<file path="src/slhs_regs.svh">
/*
 constants of the serial lane health status block: register indices, reset values, sizes.
 assumes it is included by slhs_top only.
*/
`ifndef SLHS_REGS_SVH
`define SLHS_REGS_SVH
// Function
// RULE1: bit 7 set while the lane's disparity error count is at or above threshold.
// RULE2: bit 6 set while the lane's invalid symbol count is at or above threshold.
// RULE3: bit 5 set while the lane's stray control character count reaches threshold.
// RULE4: bit 4 is one when interlane deskew is achieved, zero when failed.
// RULE5: bit 3 is one while initial lane alignment holds, zero when lost.
// RULE6: bit 2 is one when the computed checksum matches, zero when incorrect.
// RULE7: bit 1 is one while frame alignment holds, zero when lost.
// RULE8: bit 0 is one while code group sync holds, zero when lost.
// RULE9: all flags describe only the link chosen by the link page register.
// RULE10: lanes 2, 3 and 4 sit at indices 0x4B2, 0x4B3, 0x4B4.
// RULE11: status flags are read only and reset to zero.
// RULE12: the three error flags compare against one shared 8-bit threshold, greater or equal.
// RULE13: flags update continuously; reading them changes no flag or count.
`define SLHS_IDX_LANE1     12'h4B1
`define SLHS_IDX_LANE2     12'h4B2
`define SLHS_IDX_LANE3     12'h4B3
`define SLHS_IDX_LANE4     12'h4B4
`define SLHS_IDX_LINK_PAGE 12'h300
`define SLHS_IDX_THRESHOLD 12'h301
`define SLHS_IDX_INT_STAT  12'h302
`define SLHS_IDX_INT_MASK  12'h303
`define SLHS_HEALTH_RST    8'h00
`define SLHS_PAGE_RST      8'h00
`define SLHS_THRESHOLD_RST 8'h01
`define SLHS_MASK_RST      8'h00
`define SLHS_NUM_LANES     4
`define SLHS_NUM_LINKS     2
`endif

</file>
<file path="src/slhs_pkg.sv">
/*
 types of the serial lane health status block.
 assumes the lane receiver delivers per lane counts and lock levels in lane_rx_t.
*/
package slhs_pkg;
   typedef struct packed {
      logic [7:0] disparityCount;
      logic [7:0] invalidCount;
      logic [7:0] strayCount;
      logic       laneDeskewOk;
      logic       initialAlignmentOk;
      logic       frameSumMatch;
      logic       frameLock;
      logic       codeGroupLock;
   } slhs_lane_rx_t;
   typedef struct packed {
      logic disparityErrorFlag;
      logic invalidSymbolFlag;
      logic strayControlCharFlag;
      logic laneDeskewOk;
      logic initialAlignmentOk;
      logic frameSumMatch;
      logic frameLock;
      logic codeGroupLock;
   } slhs_health_t;
endpackage

</file>
<file path="src/slhs_top.sv">
/*
 serial lane health status registers for lanes 1 to 4, an AHB-Lite slave with interrupt.
 assumes the lane receiver runs on mclk and drives counts and locks for every link;
 the only master drives single word transfers and hready is this slave's hreadyout.
*/
// Our own choice: the AHB-Lite register port.
`timescale 1ns/1ps
`include "slhs_regs.svh"
module slhs_top
   import slhs_pkg::*;
#(
   parameter int NUM_LINKS = `SLHS_NUM_LINKS,
   parameter int NUM_LANES = `SLHS_NUM_LANES
)(
   // clock and reset
   input  wire logic          mclk,
   input  wire logic          rst,
   // ahb-lite slave
   input  wire logic          hsel,
   input  wire logic [31:0]   haddr,
   input  wire logic [1:0]    htrans,
   input  wire logic          hwrite,
   input  wire logic [2:0]    hsize,
   input  wire logic          hready,
   input  wire logic [31:0]   hwdata,
   output logic      [31:0]   hrdata,
   output logic               hreadyout,
   output logic               hresp,
   // lane receiver, indexed by link then lane (lane 1 at index 0)
   input  wire slhs_lane_rx_t laneRx [NUM_LINKS][NUM_LANES],
   // interrupt
   output logic               irq
);

   logic [7:0]    pageFf;
   logic [7:0]    thresholdFf;
   logic [7:0]    intStatusFf;
   logic [7:0]    intMaskFf;
   logic [7:0]    nxt_intStatus;
   logic [7:0]    laneEvent;
   logic [7:0]    rdMux;
   slhs_health_t  healthFf [NUM_LANES];
   slhs_health_t  nxt_health [NUM_LANES];
   slhs_lane_rx_t selRx [NUM_LANES];
   logic          dataPhaseFf;
   logic          writeFf;
   logic          mappedFf;
   logic [11:0]   addrIdxFf;
   logic [31:0]   hrdataFf;
   logic          hreadyoutFf;
   logic          irqFf;
   logic          addrAccept;
   logic          wrStrobe;
   logic          rdStrobe;

   assign hrdata    = hrdataFf;
   assign hreadyout = hreadyoutFf;
   assign hresp     = 1'b0;
   assign irq       = irqFf;

   // flags of one lane from its counts and locks
   function automatic slhs_health_t health_of(input slhs_lane_rx_t x, input logic [7:0] th);
      slhs_health_t h;
      h.disparityErrorFlag   = (x.disparityCount >= th); // RULE1 RULE12
      h.invalidSymbolFlag    = (x.invalidCount >= th);   // RULE2 RULE12
      h.strayControlCharFlag = (x.strayCount >= th);     // RULE3 RULE12
      h.laneDeskewOk         = x.laneDeskewOk;           // RULE4
      h.initialAlignmentOk   = x.initialAlignmentOk;     // RULE5
      h.frameSumMatch        = x.frameSumMatch;          // RULE6
      h.frameLock            = x.frameLock;              // RULE7
      h.codeGroupLock        = x.codeGroupLock;          // RULE8
      return h;
   endfunction

   // an out of range page selects no link and reads as all flags clear, except that a zero threshold sets the three error flags
   always_comb
   begin
      for (int l = 0; l < NUM_LANES; l++)
      begin
         selRx[l] = '0;
         for (int k = 0; k < NUM_LINKS; k++)
         begin
            if (pageFf == 8'(k))
            begin
               selRx[l] = laneRx[k][l]; // RULE9
            end
         end
         nxt_health[l] = health_of(selRx[l], thresholdFf);
      end
   end

   // flags follow the receiver every cycle, independent of bus traffic
   always_ff @(posedge mclk or posedge rst)
   begin
      if (rst)
      begin
         for (int l = 0; l < NUM_LANES; l++)
         begin
            healthFf[l] <= `SLHS_HEALTH_RST; // RULE11
         end
      end
      else
      begin
         for (int l = 0; l < NUM_LANES; l++)
         begin
            healthFf[l] <= nxt_health[l]; // RULE13
         end
      end
   end

   // bus: one wait state, so a read always sees every earlier write
   assign addrAccept = hsel & htrans[1] & hready;
   assign wrStrobe   = dataPhaseFf & writeFf & mappedFf;
   assign rdStrobe   = dataPhaseFf & ~writeFf & mappedFf;

   always_ff @(posedge mclk or posedge rst)
   begin
      if (rst)
      begin
         dataPhaseFf <= 1'b0;
         writeFf     <= 1'b0;
         mappedFf    <= 1'b0;
         addrIdxFf   <= 12'h000;
         hreadyoutFf <= 1'b1;
      end
      else if (addrAccept)
      begin
         dataPhaseFf <= 1'b1;
         writeFf     <= hwrite;
         mappedFf    <= (haddr[31:14] == 18'h00000) && (haddr[1:0] == 2'h0);
         addrIdxFf   <= haddr[13:2];
         hreadyoutFf <= 1'b0;
      end
      else if (dataPhaseFf)
      begin
         dataPhaseFf <= 1'b0;
         hreadyoutFf <= 1'b1;
      end
   end

   always_comb
   begin
      rdMux = 8'h00;
      unique case (addrIdxFf)
         `SLHS_IDX_LANE1:     rdMux = healthFf[0];
         `SLHS_IDX_LANE2:     rdMux = healthFf[1]; // RULE10
         `SLHS_IDX_LANE3:     rdMux = healthFf[2]; // RULE10
         `SLHS_IDX_LANE4:     rdMux = healthFf[3]; // RULE10
         `SLHS_IDX_LINK_PAGE: rdMux = pageFf;
         `SLHS_IDX_THRESHOLD: rdMux = thresholdFf;
         `SLHS_IDX_INT_STAT:  rdMux = intStatusFf;
         `SLHS_IDX_INT_MASK:  rdMux = intMaskFf;
         default:             rdMux = 8'h00;
      endcase
   end

   always_ff @(posedge mclk or posedge rst)
   begin
      if (rst)
      begin
         hrdataFf <= 32'h00000000;
      end
      else if (dataPhaseFf && !writeFf)
      begin
         hrdataFf <= rdStrobe ? {24'h000000, rdMux} : 32'h00000000;
      end
   end

   // control registers; lane health indices ignore writes
   always_ff @(posedge mclk or posedge rst)
   begin
      if (rst)
      begin
         pageFf      <= `SLHS_PAGE_RST;
         thresholdFf <= `SLHS_THRESHOLD_RST;
         intMaskFf   <= `SLHS_MASK_RST;
      end
      else if (wrStrobe)
      begin
         if (addrIdxFf == `SLHS_IDX_LINK_PAGE)
         begin
            pageFf <= hwdata[7:0]; // RULE9
         end
         if (addrIdxFf == `SLHS_IDX_THRESHOLD)
         begin
            thresholdFf <= hwdata[7:0]; // RULE12
         end
         if (addrIdxFf == `SLHS_IDX_INT_MASK)
         begin
            intMaskFf <= hwdata[7:0];
         end
      end
   end

   // events: low nibble an error flag rising, high nibble a lock falling.
   // a page change may raise events too, since the flags now describe another link.
   always_comb
   begin
      laneEvent = 8'h00;
      for (int l = 0; l < NUM_LANES; l++)
      begin
         laneEvent[l] = (nxt_health[l].disparityErrorFlag & ~healthFf[l].disparityErrorFlag)
                      | (nxt_health[l].invalidSymbolFlag & ~healthFf[l].invalidSymbolFlag)
                      | (nxt_health[l].strayControlCharFlag
                         & ~healthFf[l].strayControlCharFlag);
         laneEvent[l + 4] = (healthFf[l].codeGroupLock & ~nxt_health[l].codeGroupLock)
                          | (healthFf[l].frameLock & ~nxt_health[l].frameLock);
      end
   end

   // a new event wins over a clear in the same cycle
   always_comb
   begin
      nxt_intStatus = intStatusFf;
      if (wrStrobe && (addrIdxFf == `SLHS_IDX_INT_STAT))
      begin
         nxt_intStatus = intStatusFf & ~hwdata[7:0];
      end
      nxt_intStatus = nxt_intStatus | laneEvent;
   end

   always_ff @(posedge mclk or posedge rst)
   begin
      if (rst)
      begin
         intStatusFf <= 8'h00;
      end
      else
      begin
         intStatusFf <= nxt_intStatus;
      end
   end

   always_ff @(posedge mclk or posedge rst)
   begin
      if (rst)
      begin
         irqFf <= 1'b0;
      end
      else
      begin
         irqFf <= |(intStatusFf & intMaskFf);
      end
   end

   for (genvar l = 0; l < NUM_LANES; l++)
   begin : g_chk

   end
endmodule // slhs_top

</file>
<file path="config.mk">
export PLATFORM = sky130hd
export DESIGN_NAME = slhs_top
export DESIGN_NICKNAME = d
export VERILOG_FILES = /design/src/slhs_pkg.sv /design/src/slhs_top.sv
export VERILOG_INCLUDE_DIRS = /design/src
export SDC_FILE = /design/constraint.sdc
export NUM_CORES = 1
export LEC_CHECK = 0
export BUFFER_PORTS_ARGS = -buffer_cell sky130_fd_sc_hd__buf_4
export CAP_MARGIN = 20
export CELL_PAD_IN_SITES_DETAIL_PLACEMENT = 2
export CELL_PAD_IN_SITES_GLOBAL_PLACEMENT = 2
export CORE_UTILIZATION = 28
export CTS_CLUSTER_SIZE = 20
export DETAILED_ROUTE_END_ITERATION = 12
export PLACE_DENSITY = 0.88
export SLEW_MARGIN = 15
export SYNTH_ARGS = -nofsm -noshare
export SYNTH_HDL_FRONTEND = slang
export SYNTH_SLANG_ARGS = --single-unit
</file>
<file path="constraint.sdc">
create_clock -name mclk -period 3.8 [get_ports mclk]
set_clock_uncertainty 0.15 [all_clocks]
set_input_delay 0.38 -clock mclk [delete_from_list [all_inputs] [get_ports mclk]]
set_output_delay 0.38 -clock mclk [all_outputs]
set_load 0.05 [all_outputs]
</file>
==> metrics.md, run 1 <==
| Metric | Value |
|---|---|
| Tcrit/Tclk final | 94.0% |
| GRT Resource Usage Total | 23.1% |
| RSZ-0062 raised after global routing | false |
| Die Width | 170 um |
| Fin Setup TNS | 0 ns |
| F_max | 280 MHz |
| Mean area per synthesized cell | 9.08 um^2 |
| Largest area contributor in the netlist | dfrtp_1 |
| Run status | finished clean |
| First-pass GRT wire length | 50.8 mm |
| Layout cells sized above 1 | 32.8% |
| Vias | 7,904 |
| GP Congestion | 0.829 |
| Hold Fails Final Rpt | 0 |
| Die Area | 29,000 um^2 |
| Remaining antenna violation count | 0 |
| FF+latch count, synth | 89 |
| CTS resizes | 0 |
| Clk Latency, worst-skew pair | 0.35 ns |
| Number of detailed-route iterations in the first pass | 4 |
| Commonest cells in the netlist | nor2_1 (140), mux2i_1 (135), ha_1 (96) |
| CTS tree | done |
| Gate Count Post-Synth | 875 |
| Fin nets | 1,548 |
| # DRC | 0 |
| Final std cells w/o fill | 1,529 |
| # hold bufs at CTS | 0 |
| Critical path peak fanout | 43 |
| Peak supply drop | 0.000190 V |
| Synth Warn # | 0 |
| Vias in the first global route | 9,065 |
| Pwr Density | 274 nW/um^2 |
| CP required | 3.87 ns |
| Vias/cell | 5.17 |
| Sink Count | 89 |
| CTS root buffer | clkbuf_16 |
| Synthesized area | 7940 um^2 |
| Post-synth cell types | 47 |
| Reg clk slew, reported paths | 0.06 ns |
| Finish-stage setup viols | 0 |
| Total Wirelength | 33.4 mm |
| Worst hold path type | in2async |
| Num CTS Buffers | 9 |
| Initial Utilization | 28.5% |
| Asr flop ratio synth | 100% |
| Antenna Cells | 0 |
| Floorplan row count | 61 |
| R2R Setup Slk | 0.23 ns |
| Core area | 27,900 um^2 |
| Dpl ws | 0.477 ns |
| Max-Cap Viols | 0 |
| Util after Layout | 38.6% |
| Max Slew Vio Count | 0 |
| EDFF count, synth | 0 |
| Largest net degree at the start of global routing | 73 |
| Final critical-path required period | 3.57 ns |
| Critical Path Source Type | flip-flop |
| Placed instance count | 1,513 |
| Ys flop type | dfrtp_1 |
| Slew @ Worst Pin | 0.955 ns |
| Ports | 341 |
| H-tree depth | 3 |
| Slew margin rel. | 36.3% |
| Top cells by area, synth | dfrtp_1 (27%), mux2i_1 (17%), ha_1 (15%) |
| Crit end category | flip-flop |
| Clk buf depth | 2 |
| Initial antenna violation count | 0 |
| Area grow syn2layout | 35.4% |
| Port buffer count | 287 |
| WP data arrival | 3.64 ns |
| Avg WL per Cell | 21.9 um |
| Most frequent cell after synthesis | nor2_1 |
| Seq/Total Area, Yosys | 28.1% |
| DRT iter0 DRCs | 248 |
| DP HPWL | 25.4 mm |
| Leakage | 4.98 nW |
| Post-synth top area share | 27.4% |
| Gr ovfl total | 0 |
| Postcts setup bufs | 0 |
| Die height | 170 um |
| Kind of critical path | reg2reg |
| Fin worst setup slack | 0.228 ns |
==> final timing paths <==
kind,from,endpoint,cells past startpoint
max in group asynchronous,rst,healthFf[2],3
max reg2reg,pageFf[4],intStatusFf[3],9
min,rst,healthFf[6],2
max,pageFf[4],intStatusFf[3],9
min reg2reg,hreadyout,hreadyout,2
min in group mclk,haddr[13],addrIdxFf[11],2
==> power breakdown <==
group | internal (mW) | switching (mW)
clock | 0.551 | 0.388
combinational | 0.433 | 0.497
sequential | 1.01 | 0.0676
==> routing by layer <==
metal	vias to the layer above	track usage (%)	wire (um)
li1	3644	-	-
met2	258	43.5	17700
met4	0	9.40	1190
met3	84	3.19	1480
met5	-	0	0
met1	3918	26.0	13000
==> flip-flops by register name (all words and copies together) (netlist names), 8 cells and up <==
name and count:
addrIdxFf 12, healthFf 32, hrdata 8, intMaskFf 8
intStatusFf 8, pageFf 8, thresholdFf 8
==> kinds of logic (layout without fill, tap and decap cells) <==
| kind of cell | Yosys count | after routing | share of synthesized area, % |
|---|---|---|---|
| flops | 89 | 89 | 28.1 |
| compound gates | 134 | 134 | 10.6 |
| fa+ha+maj | 96 | 96 | 15.1 |
| other cells | 1 | 25 | 0.0472 |
| simple gates | 288 | 288 | 17.2 |
| xor+xnor | 1 | 1 | 0.110 |
| mux | 177 | 177 | 23.4 |
| buf+inv | 89 | 341 | 5.53 |
==> worst max-delay path, stage by stage (launching register included) <==
cell and delay (ns):
dfrtp_1 0.41, nor4_1 0.77, nand2_4 0.52, buf_4 0.38
nor2_1 0.17, ha_1 0.26, o21ai_0 0.24, o21ai_0 0.22
a32oi_1 0.21, nand4_1 0.11
==> cells in the final DEF (no fill, tap or decap), types with 9 or more instances in the layout <==
cell / instances
nand2_1: 59
a21oi_1: 32
mux2_4: 9
nand4_1: 13
a22oi_1: 12
nor2_1: 140
inv_1: 21
nor3_1: 9
mux2i_1: 135
o21ai_0: 37
clkbuf_16: 9
o21a_1: 16
ha_1: 96
buf_4: 303
mux2_2: 33
conb_1: 25
nand3b_1: 16
dfrtp_1: 85
==> per-stage QoR <==
| step | hold WS [ns] | cell area (um^2) | total power, mW |
|---|---|---|---|
| 6_report | 0.0886 | 10800 | 2.95 |
| 5_1_grt | 0.115 | 10800 | 3.08 |
| 4_1_cts | 0.110 | 10800 | 2.97 |
| 3_5_place_dp | 0.334 | 10400 | 2.01 |
| 3_3_place_gp | 0.329 | 10400 | 1.94 |
| 2_1_floorplan | 0.311 | 8030 | 1.59 |
==> final cells by class <==
| type | instances | area, um^2 |
|---|---|---|
| clock buffers | 15 | 308 |
| clock inverters | 1 | 5.00 |
| fillers | 3106 | 17100 |
| inverters | 22 | 85.1 |
| multi-input cells | 721 | 5370 |
| flip-flops and latches | 89 | 2230 |
| well taps | 378 | 473 |
| repair buffers | 303 | 2270 |
(Power assumes the default switching activity.)
==> inputs of run 2 (changes only) <==
ABC_AREA = 1   (was default)
CORE_UTILIZATION = 25   (was 28)
PLACE_DENSITY = 0.87   (was 0.88)
==> metrics.md, run 2 <==
| Metric | Value |
|---|---|
| Seq/Total Area, Yosys | 27.5% |
| Core area | 31,700 um^2 |
| Num CTS Buffers | 9 |
| Vias/cell | 4.89 |
| Critical Path Source Type | flip-flop |
| Leakage | 6.54 nW |
| CP Buf/Inv Count | 5 |
| Floorplan row count | 65 |
| GP Congestion | 0.846 |
| Most frequent cell after synthesis | nand2_1 |
| Fin Setup TNS | 0 ns |
| Mean area per synthesized cell | 6.45 um^2 |
| Ys flop type | dfrtp_1 |
| Commonest non-fill, non-tap cell in the layout | nand2_1 |
| # hold bufs at CTS | 0 |
| Critical path depth in cells | 18 |
| R2R Setup Slk | 0.75 ns |
| Kind of critical path | reg2reg |
| Crit end category | flip-flop |
| CP max-delay cell | inv_4 |
| Layout cells sized above 1 | 21.6% |
| Design Area, Final | 10,900 um^2 |
| Synthesized area | 8120 um^2 |
| Tcrit/Tclk final | 80.2% |
| Gate Count Post-Synth | 1,259 |
| Most frequent cells in the layout | nand2_1 (522), buf_4 (295), nand3_1 (176) |
| Die height | 182 um |
| Remaining antenna violation count | 0 |
| Reg clk slew, reported paths | 0.07 ns |
| Asr flop ratio synth | 100% |
| Vias in the first global route | 10,300 |
| Worst hold path type | in2async |
| Clk Latency, worst-skew pair | 0.35 ns |
| FF+latch count, synth | 89 |
| Run status | finished clean |
| Ports | 341 |
| Final std cells w/o fill | 1,925 |
| Top cells by area, synth | dfrtp_1 (27%), nand2_1 (24%), ha_1 (15%) |
| EDFF count, synth | 0 |
| RSZ-0062 raised after global routing | false |
| Pwr Density | 221 nW/um^2 |
| CP required | 3.90 ns |
| Total Wirelength | 36.0 mm |
| Util after Layout | 34.4% |
| GRT Resource Usage Total | 21.7% |
| Hold_ws | 0.0217 ns |
| Max-Cap Viols | 0 |
| Gr ovfl total | 0 |
| CTS tree | done |
| Regs by FF count | healthFf (32), addrIdxFf (12) |
| Avg WL per Cell | 18.7 um |
| R2r endpoint | intStatusFf[2] |
| Finish-stage setup viols | 0 |
| DP HPWL | 27.9 mm |
| Initial Utilization | 25.6% |
| Number of detailed-route iterations in the first pass | 4 |
| Fin nets | 1,919 |
| R2r startpoint | pageFf[7] |
| Synth Warn # | 0 |
| Die Area | 33,200 um^2 |
| Largest net degree at the start of global routing | 117 |
| Final critical-path required period | 3.05 ns |
| Slew margin rel. | 27.9% |
| Vias | 9,408 |
| Max Slew Vio Count | 0 |
| Max reg flops | 32 |
| Dpl ws | 0.797 ns |
| Area grow syn2layout | 34.4% |
| Largest stage delay, worst path | 0.42 ns |
| CTS resizes | 0 |
| Slew @ Worst Pin | 1.08 ns |
| Placed cell areas | 10,600 um^2 |
| Top cell family by delay on the critical path | simple AND/OR/NAND/NOR gates |
| F_max | 328 MHz |
| Overall power | 2.41 mW |
| Placed instance count | 1,908 |
| WP data arrival | 3.14 ns |
| Reg2Reg Depth | 18 |
| Reg with most FFs | healthFf |
| Worst path cell trace | inv_1, nand4_1, inv_4, buf_12, nand3_1, nand2_1, inv_1, ha_1, nand2_1, nand3b_1, nand2_1, nand2_1, nand2_1, nand2_1, nand2_1, nand2_1, inv_1, nand2_1 |
| # DRC | 0 |
| Postcts setup bufs | 0 |
| Post-synth cell types | 26 |
| Critical path peak fanout | 58 |
| Fin worst setup slack | 0.751 ns |
| Clk buf depth | 2 |
| Port buffer count | 287 |
| Die Width | 182 um |
| CTS root buffer | clkbuf_16 |
| Peak supply drop | 0.000224 V |
| Most common cell type on the critical path | nand2_1 |
| Hold Fails Final Rpt | 0 |
| Initial antenna violation count | 0 |
| Largest area contributor in the netlist | dfrtp_1 |
| DRT iter0 DRCs | 326 |
| Sink Count | 89 |
| Commonest cells in the netlist | nand2_1 (522), nand3_1 (176), inv_1 (112) |
| H-tree depth | 3 |
| Post-synth top area share | 26.8% |
| First-pass GRT wire length | 56.1 mm |
-- run 2: changes by cell type after synthesis, sizes merged, moves of 12 or more --
cell and change:
a22oi -12, mux2i -135, nand3 +170, mux2 -42, inv +92, nor2 -75, o21a -16, nand2 +463
buf +20, clkbuf -12
-- run 2: worst max path at each step --
stage / startpoint / to / slack (ns)
after floorplan: rst / addrIdxFf[0] / 0.97
after global placement: pageFf[4] / intStatusFf[2] / 0.91
after detailed placement: pageFf[7] / intStatusFf[3] / 0.80
after CTS: pageFf[7] / intStatusFf[2] / 0.74
after global routing: pageFf[7] / intStatusFf[2] / 0.46
final: pageFf[7] / intStatusFf[2] / 0.75
-- run 2: logic make-up (layout without fill, tap and decap cells) --
kind of cell / Yosys count / count (layout) / share of synthesized area (%)
adder cells (fa/ha/maj): 96 / 96 / 14.8
buffers and inverters: 189 / 428 / 10.3
AO/OA/AOI/OAI: 64 / 64 / 4.09
flip-flops: 89 / 89 / 27.5
other: 1 / 26 / 0.0462
AND/OR/NAND/NOR: 820 / 820 / 43.3
-- run 2: final cells by class --
class | instances | area (um^2)
Fill cell | 3870 | 20800
Multi-Input combinational cell | 1005 | 5150
Timing Repair Buffer | 298 | 2270
Sequential cell | 89 | 2230
Tap cell | 402 | 503
Inverter | 114 | 433
Clock buffer | 10 | 229
Clock inverter | 6 | 82.6
Antenna cell | 1 | 2.50
-- run 2: where the power goes --
| part | total [mW] | switching, mW | leakage [nW] | internal, mW |
|---|---|---|---|---|
| clock network | 0.959 | 0.386 | 0.152 | 0.573 |
| registers | 0.998 | 0.0240 | 1.09 | 0.974 |
| logic | 0.455 | 0.242 | 5.30 | 0.213 |
-- run 2: routing by layer --
metal / up-vias / GRT usage, % / part of all wire (%) / wire length (um)
met3: 38 / 4.33 / 5.1 / 1830
li1: 4525 / - / - / -
met4: 0 / 6.22 / 2.3 / 829
met1: 4586 / 24.4 / 40 / 14500
met2: 259 / 41.0 / 52 / 18800
met5: - / 0 / 0 / 0
-- run 2: worst reg2reg max path: cells and delay by family (launching register included) --
family / cells / cell delay [ns]
DFF: 1 / 0.40
and+or+nand+nor: 12 / 1.19
buffers and inverters: 5 / 0.95
adders and majority gates: 1 / 0.27
==> inputs of run 3 (changes only) <==
ABC_AREA = 0   (was 1)
CORE_UTILIZATION = 28   (was 25)
PLACE_DENSITY = 0.88   (was 0.87)
clock period = 2.95 ns   (was 3.8 ns; I/O delays follow)
==> metrics.md, run 3 (same netlist as run 1, synthesis figures left out) <==
| Metric | Value |
|---|---|
| Kind of critical path | reg2reg |
| Placed cell areas | 10,600 um^2 |
| Slew margin rel. | 47.3% |
| Regs by FF count | healthFf (32), addrIdxFf (12) |
| WP data arrival | 3.08 ns |
| Peak supply drop | 0.000345 V |
| Num CTS Buffers | 9 |
| H-tree depth | 3 |
| Gr ovfl total | 0 |
| Remaining antenna violation count | 0 |
| Sink Count | 89 |
| Fin nets | 1,566 |
| Hold Fails Final Rpt | 0 |
| Initial antenna violation count | 0 |
| Commonest non-fill, non-tap cell in the layout | buf_4 |
| Max Slew Vio Count | 0 |
| Max reg flops | 32 |
| Finish-stage setup viols | 0 |
| First-pass GRT wire length | 53.3 mm |
| Die Width | 170 um |
| Core area | 27,900 um^2 |
| CTS tree | done |
| Vias | 8,039 |
| GP Congestion | 0.811 |
| Tcrit/Tclk final | 99.8% |
| Die height | 170 um |
| Die Area | 29,000 um^2 |
| Clk Latency, worst-skew pair | 0.35 ns |
| Critical Path Source Type | flip-flop |
| Largest net degree at the start of global routing | 50 |
| Layout cells sized above 1 | 34.0% |
| Worst hold path type | in2reg |
| Pwr Density | 350 nW/um^2 |
| Max-Cap Viols | 0 |
| Reg with most FFs | healthFf |
| Initial Utilization | 28.5% |
| Clk buf depth | 2 |
| Design Area, Final | 10,900 um^2 |
| DRT iter0 DRCs | 274 |
| Area grow syn2layout | 37.3% |
| Leakage | 5.07 nW |
| Critical path peak fanout | 28 |
| Reg clk slew, reported paths | 0.08 ns |
| CP required | 3.09 ns |
| Antenna Cells | 0 |
| DP HPWL | 26.8 mm |
| # DRC | 0 |
| Floorplan row count | 61 |
| Avg WL per Cell | 22.8 um |
| Final critical-path required period | 2.94 ns |
| F_max | 340 MHz |
| Ports | 341 |
| Postcts setup bufs | 0 |
| Fin Setup TNS | 0 ns |
| GRT Resource Usage Total | 24.4% |
| Vias in the first global route | 9,316 |
| Crit end category | flip-flop |
| Port buffer count | 287 |
| CTS root buffer | clkbuf_16 |
| Most frequent cells in the layout | buf_4 (319), nor2_1 (140), mux2i_1 (135) |
| Total Wirelength | 35.3 mm |
| Vias/cell | 5.20 |
| Number of detailed-route iterations in the first pass | 4 |
| Slew @ Worst Pin | 0.790 ns |
| Run status | finished clean |
## run 3: cell types whose count changed in the layout (fill, tap and decap cells not counted), moves of 12 or more
cell and delta:
nand2_1 -463, nand3_1 -169, mux2i_1 +135, inv_1 -90
nor2_1 +78, mux2_2 +33, buf_4 +24, o21a_1 +16
a22oi_1 +12
## run 3: layout make-up
| type | count | area, um^2 |
|---|---|---|
| clock buffer | 9 | 225 |
| clock inverter | 7 | 70.1 |
| fill | 3090 | 16900 |
| inverter | 22 | 85.1 |
| multi-input combinational | 721 | 5400 |
| sequential | 89 | 2230 |
| tap | 378 | 473 |
| timing repair buffer | 321 | 2420 |
## run 3: critical path: stages (launching register included)
cell and delay (ns):
dfrtp_1 0.43, nor3_1 0.38, buf_4 0.22, nand2_8 0.15, buf_4 0.23, nor2_1 0.15
ha_1 0.20, nand4_1 0.21, or2_2 0.37, o32a_1 0.29, nand4_1 0.09
## run 3: repair_timing
action / 4_1_cts / 5_1_grt
hold buffers: 1 / 0
hold endpoints to repair: 39 / 0
gates resized for setup: 4 / 3
setup endpoints to repair: 4 / 3
## run 3: layer usage
metal	routed length, um	vias to the layer above	part of all wire (%)	GRT usage (%)
li1	-	3679	-	-
met1	13500	3993	38	26.6
met2	18600	274	53	45.2
met3	1610	93	4.6	4.19
met4	1570	0	4.4	12.3
met5	0	-	0	0
## run 3: path summary, 6_finish.rpt
kind,startpoint,to,slack [ns],depth (start not counted)
max in group asynchronous,rst,thresholdFf[0],1.46,4
max reg2reg,pageFf[1],intStatusFf[0],0.007,10
min reg2reg,hreadyout,hreadyout,0.34,2
max,pageFf[1],intStatusFf[0],0.007,10
min in group asynchronous,rst,healthFf[31],0.44,3
min,hwrite,writeFf,0.04,2
## run 3: report_power, final
group          internal, mW  switching (mW)
clock                 0.658           0.523
combinational         0.577           0.666
sequential             1.31          0.0922
## run 3: through the flow
stage	utilization (%)	setup slack [ns]	hold WS (ns)	total power, mW	instances
2_1_floorplan	-	0.0153	0.288	2.05	899
3_3_place_gp	38.0	0.0842	0.242	2.52	1530
3_5_place_dp	38.0	-0.0859	0.258	2.61	1530
4_1_cts	39.1	0.0381	0.0275	3.82	1547
5_1_grt	39.2	-0.000319	0.0393	3.97	1547
6_report	39.2	0.00671	0.0376	3.82	1547
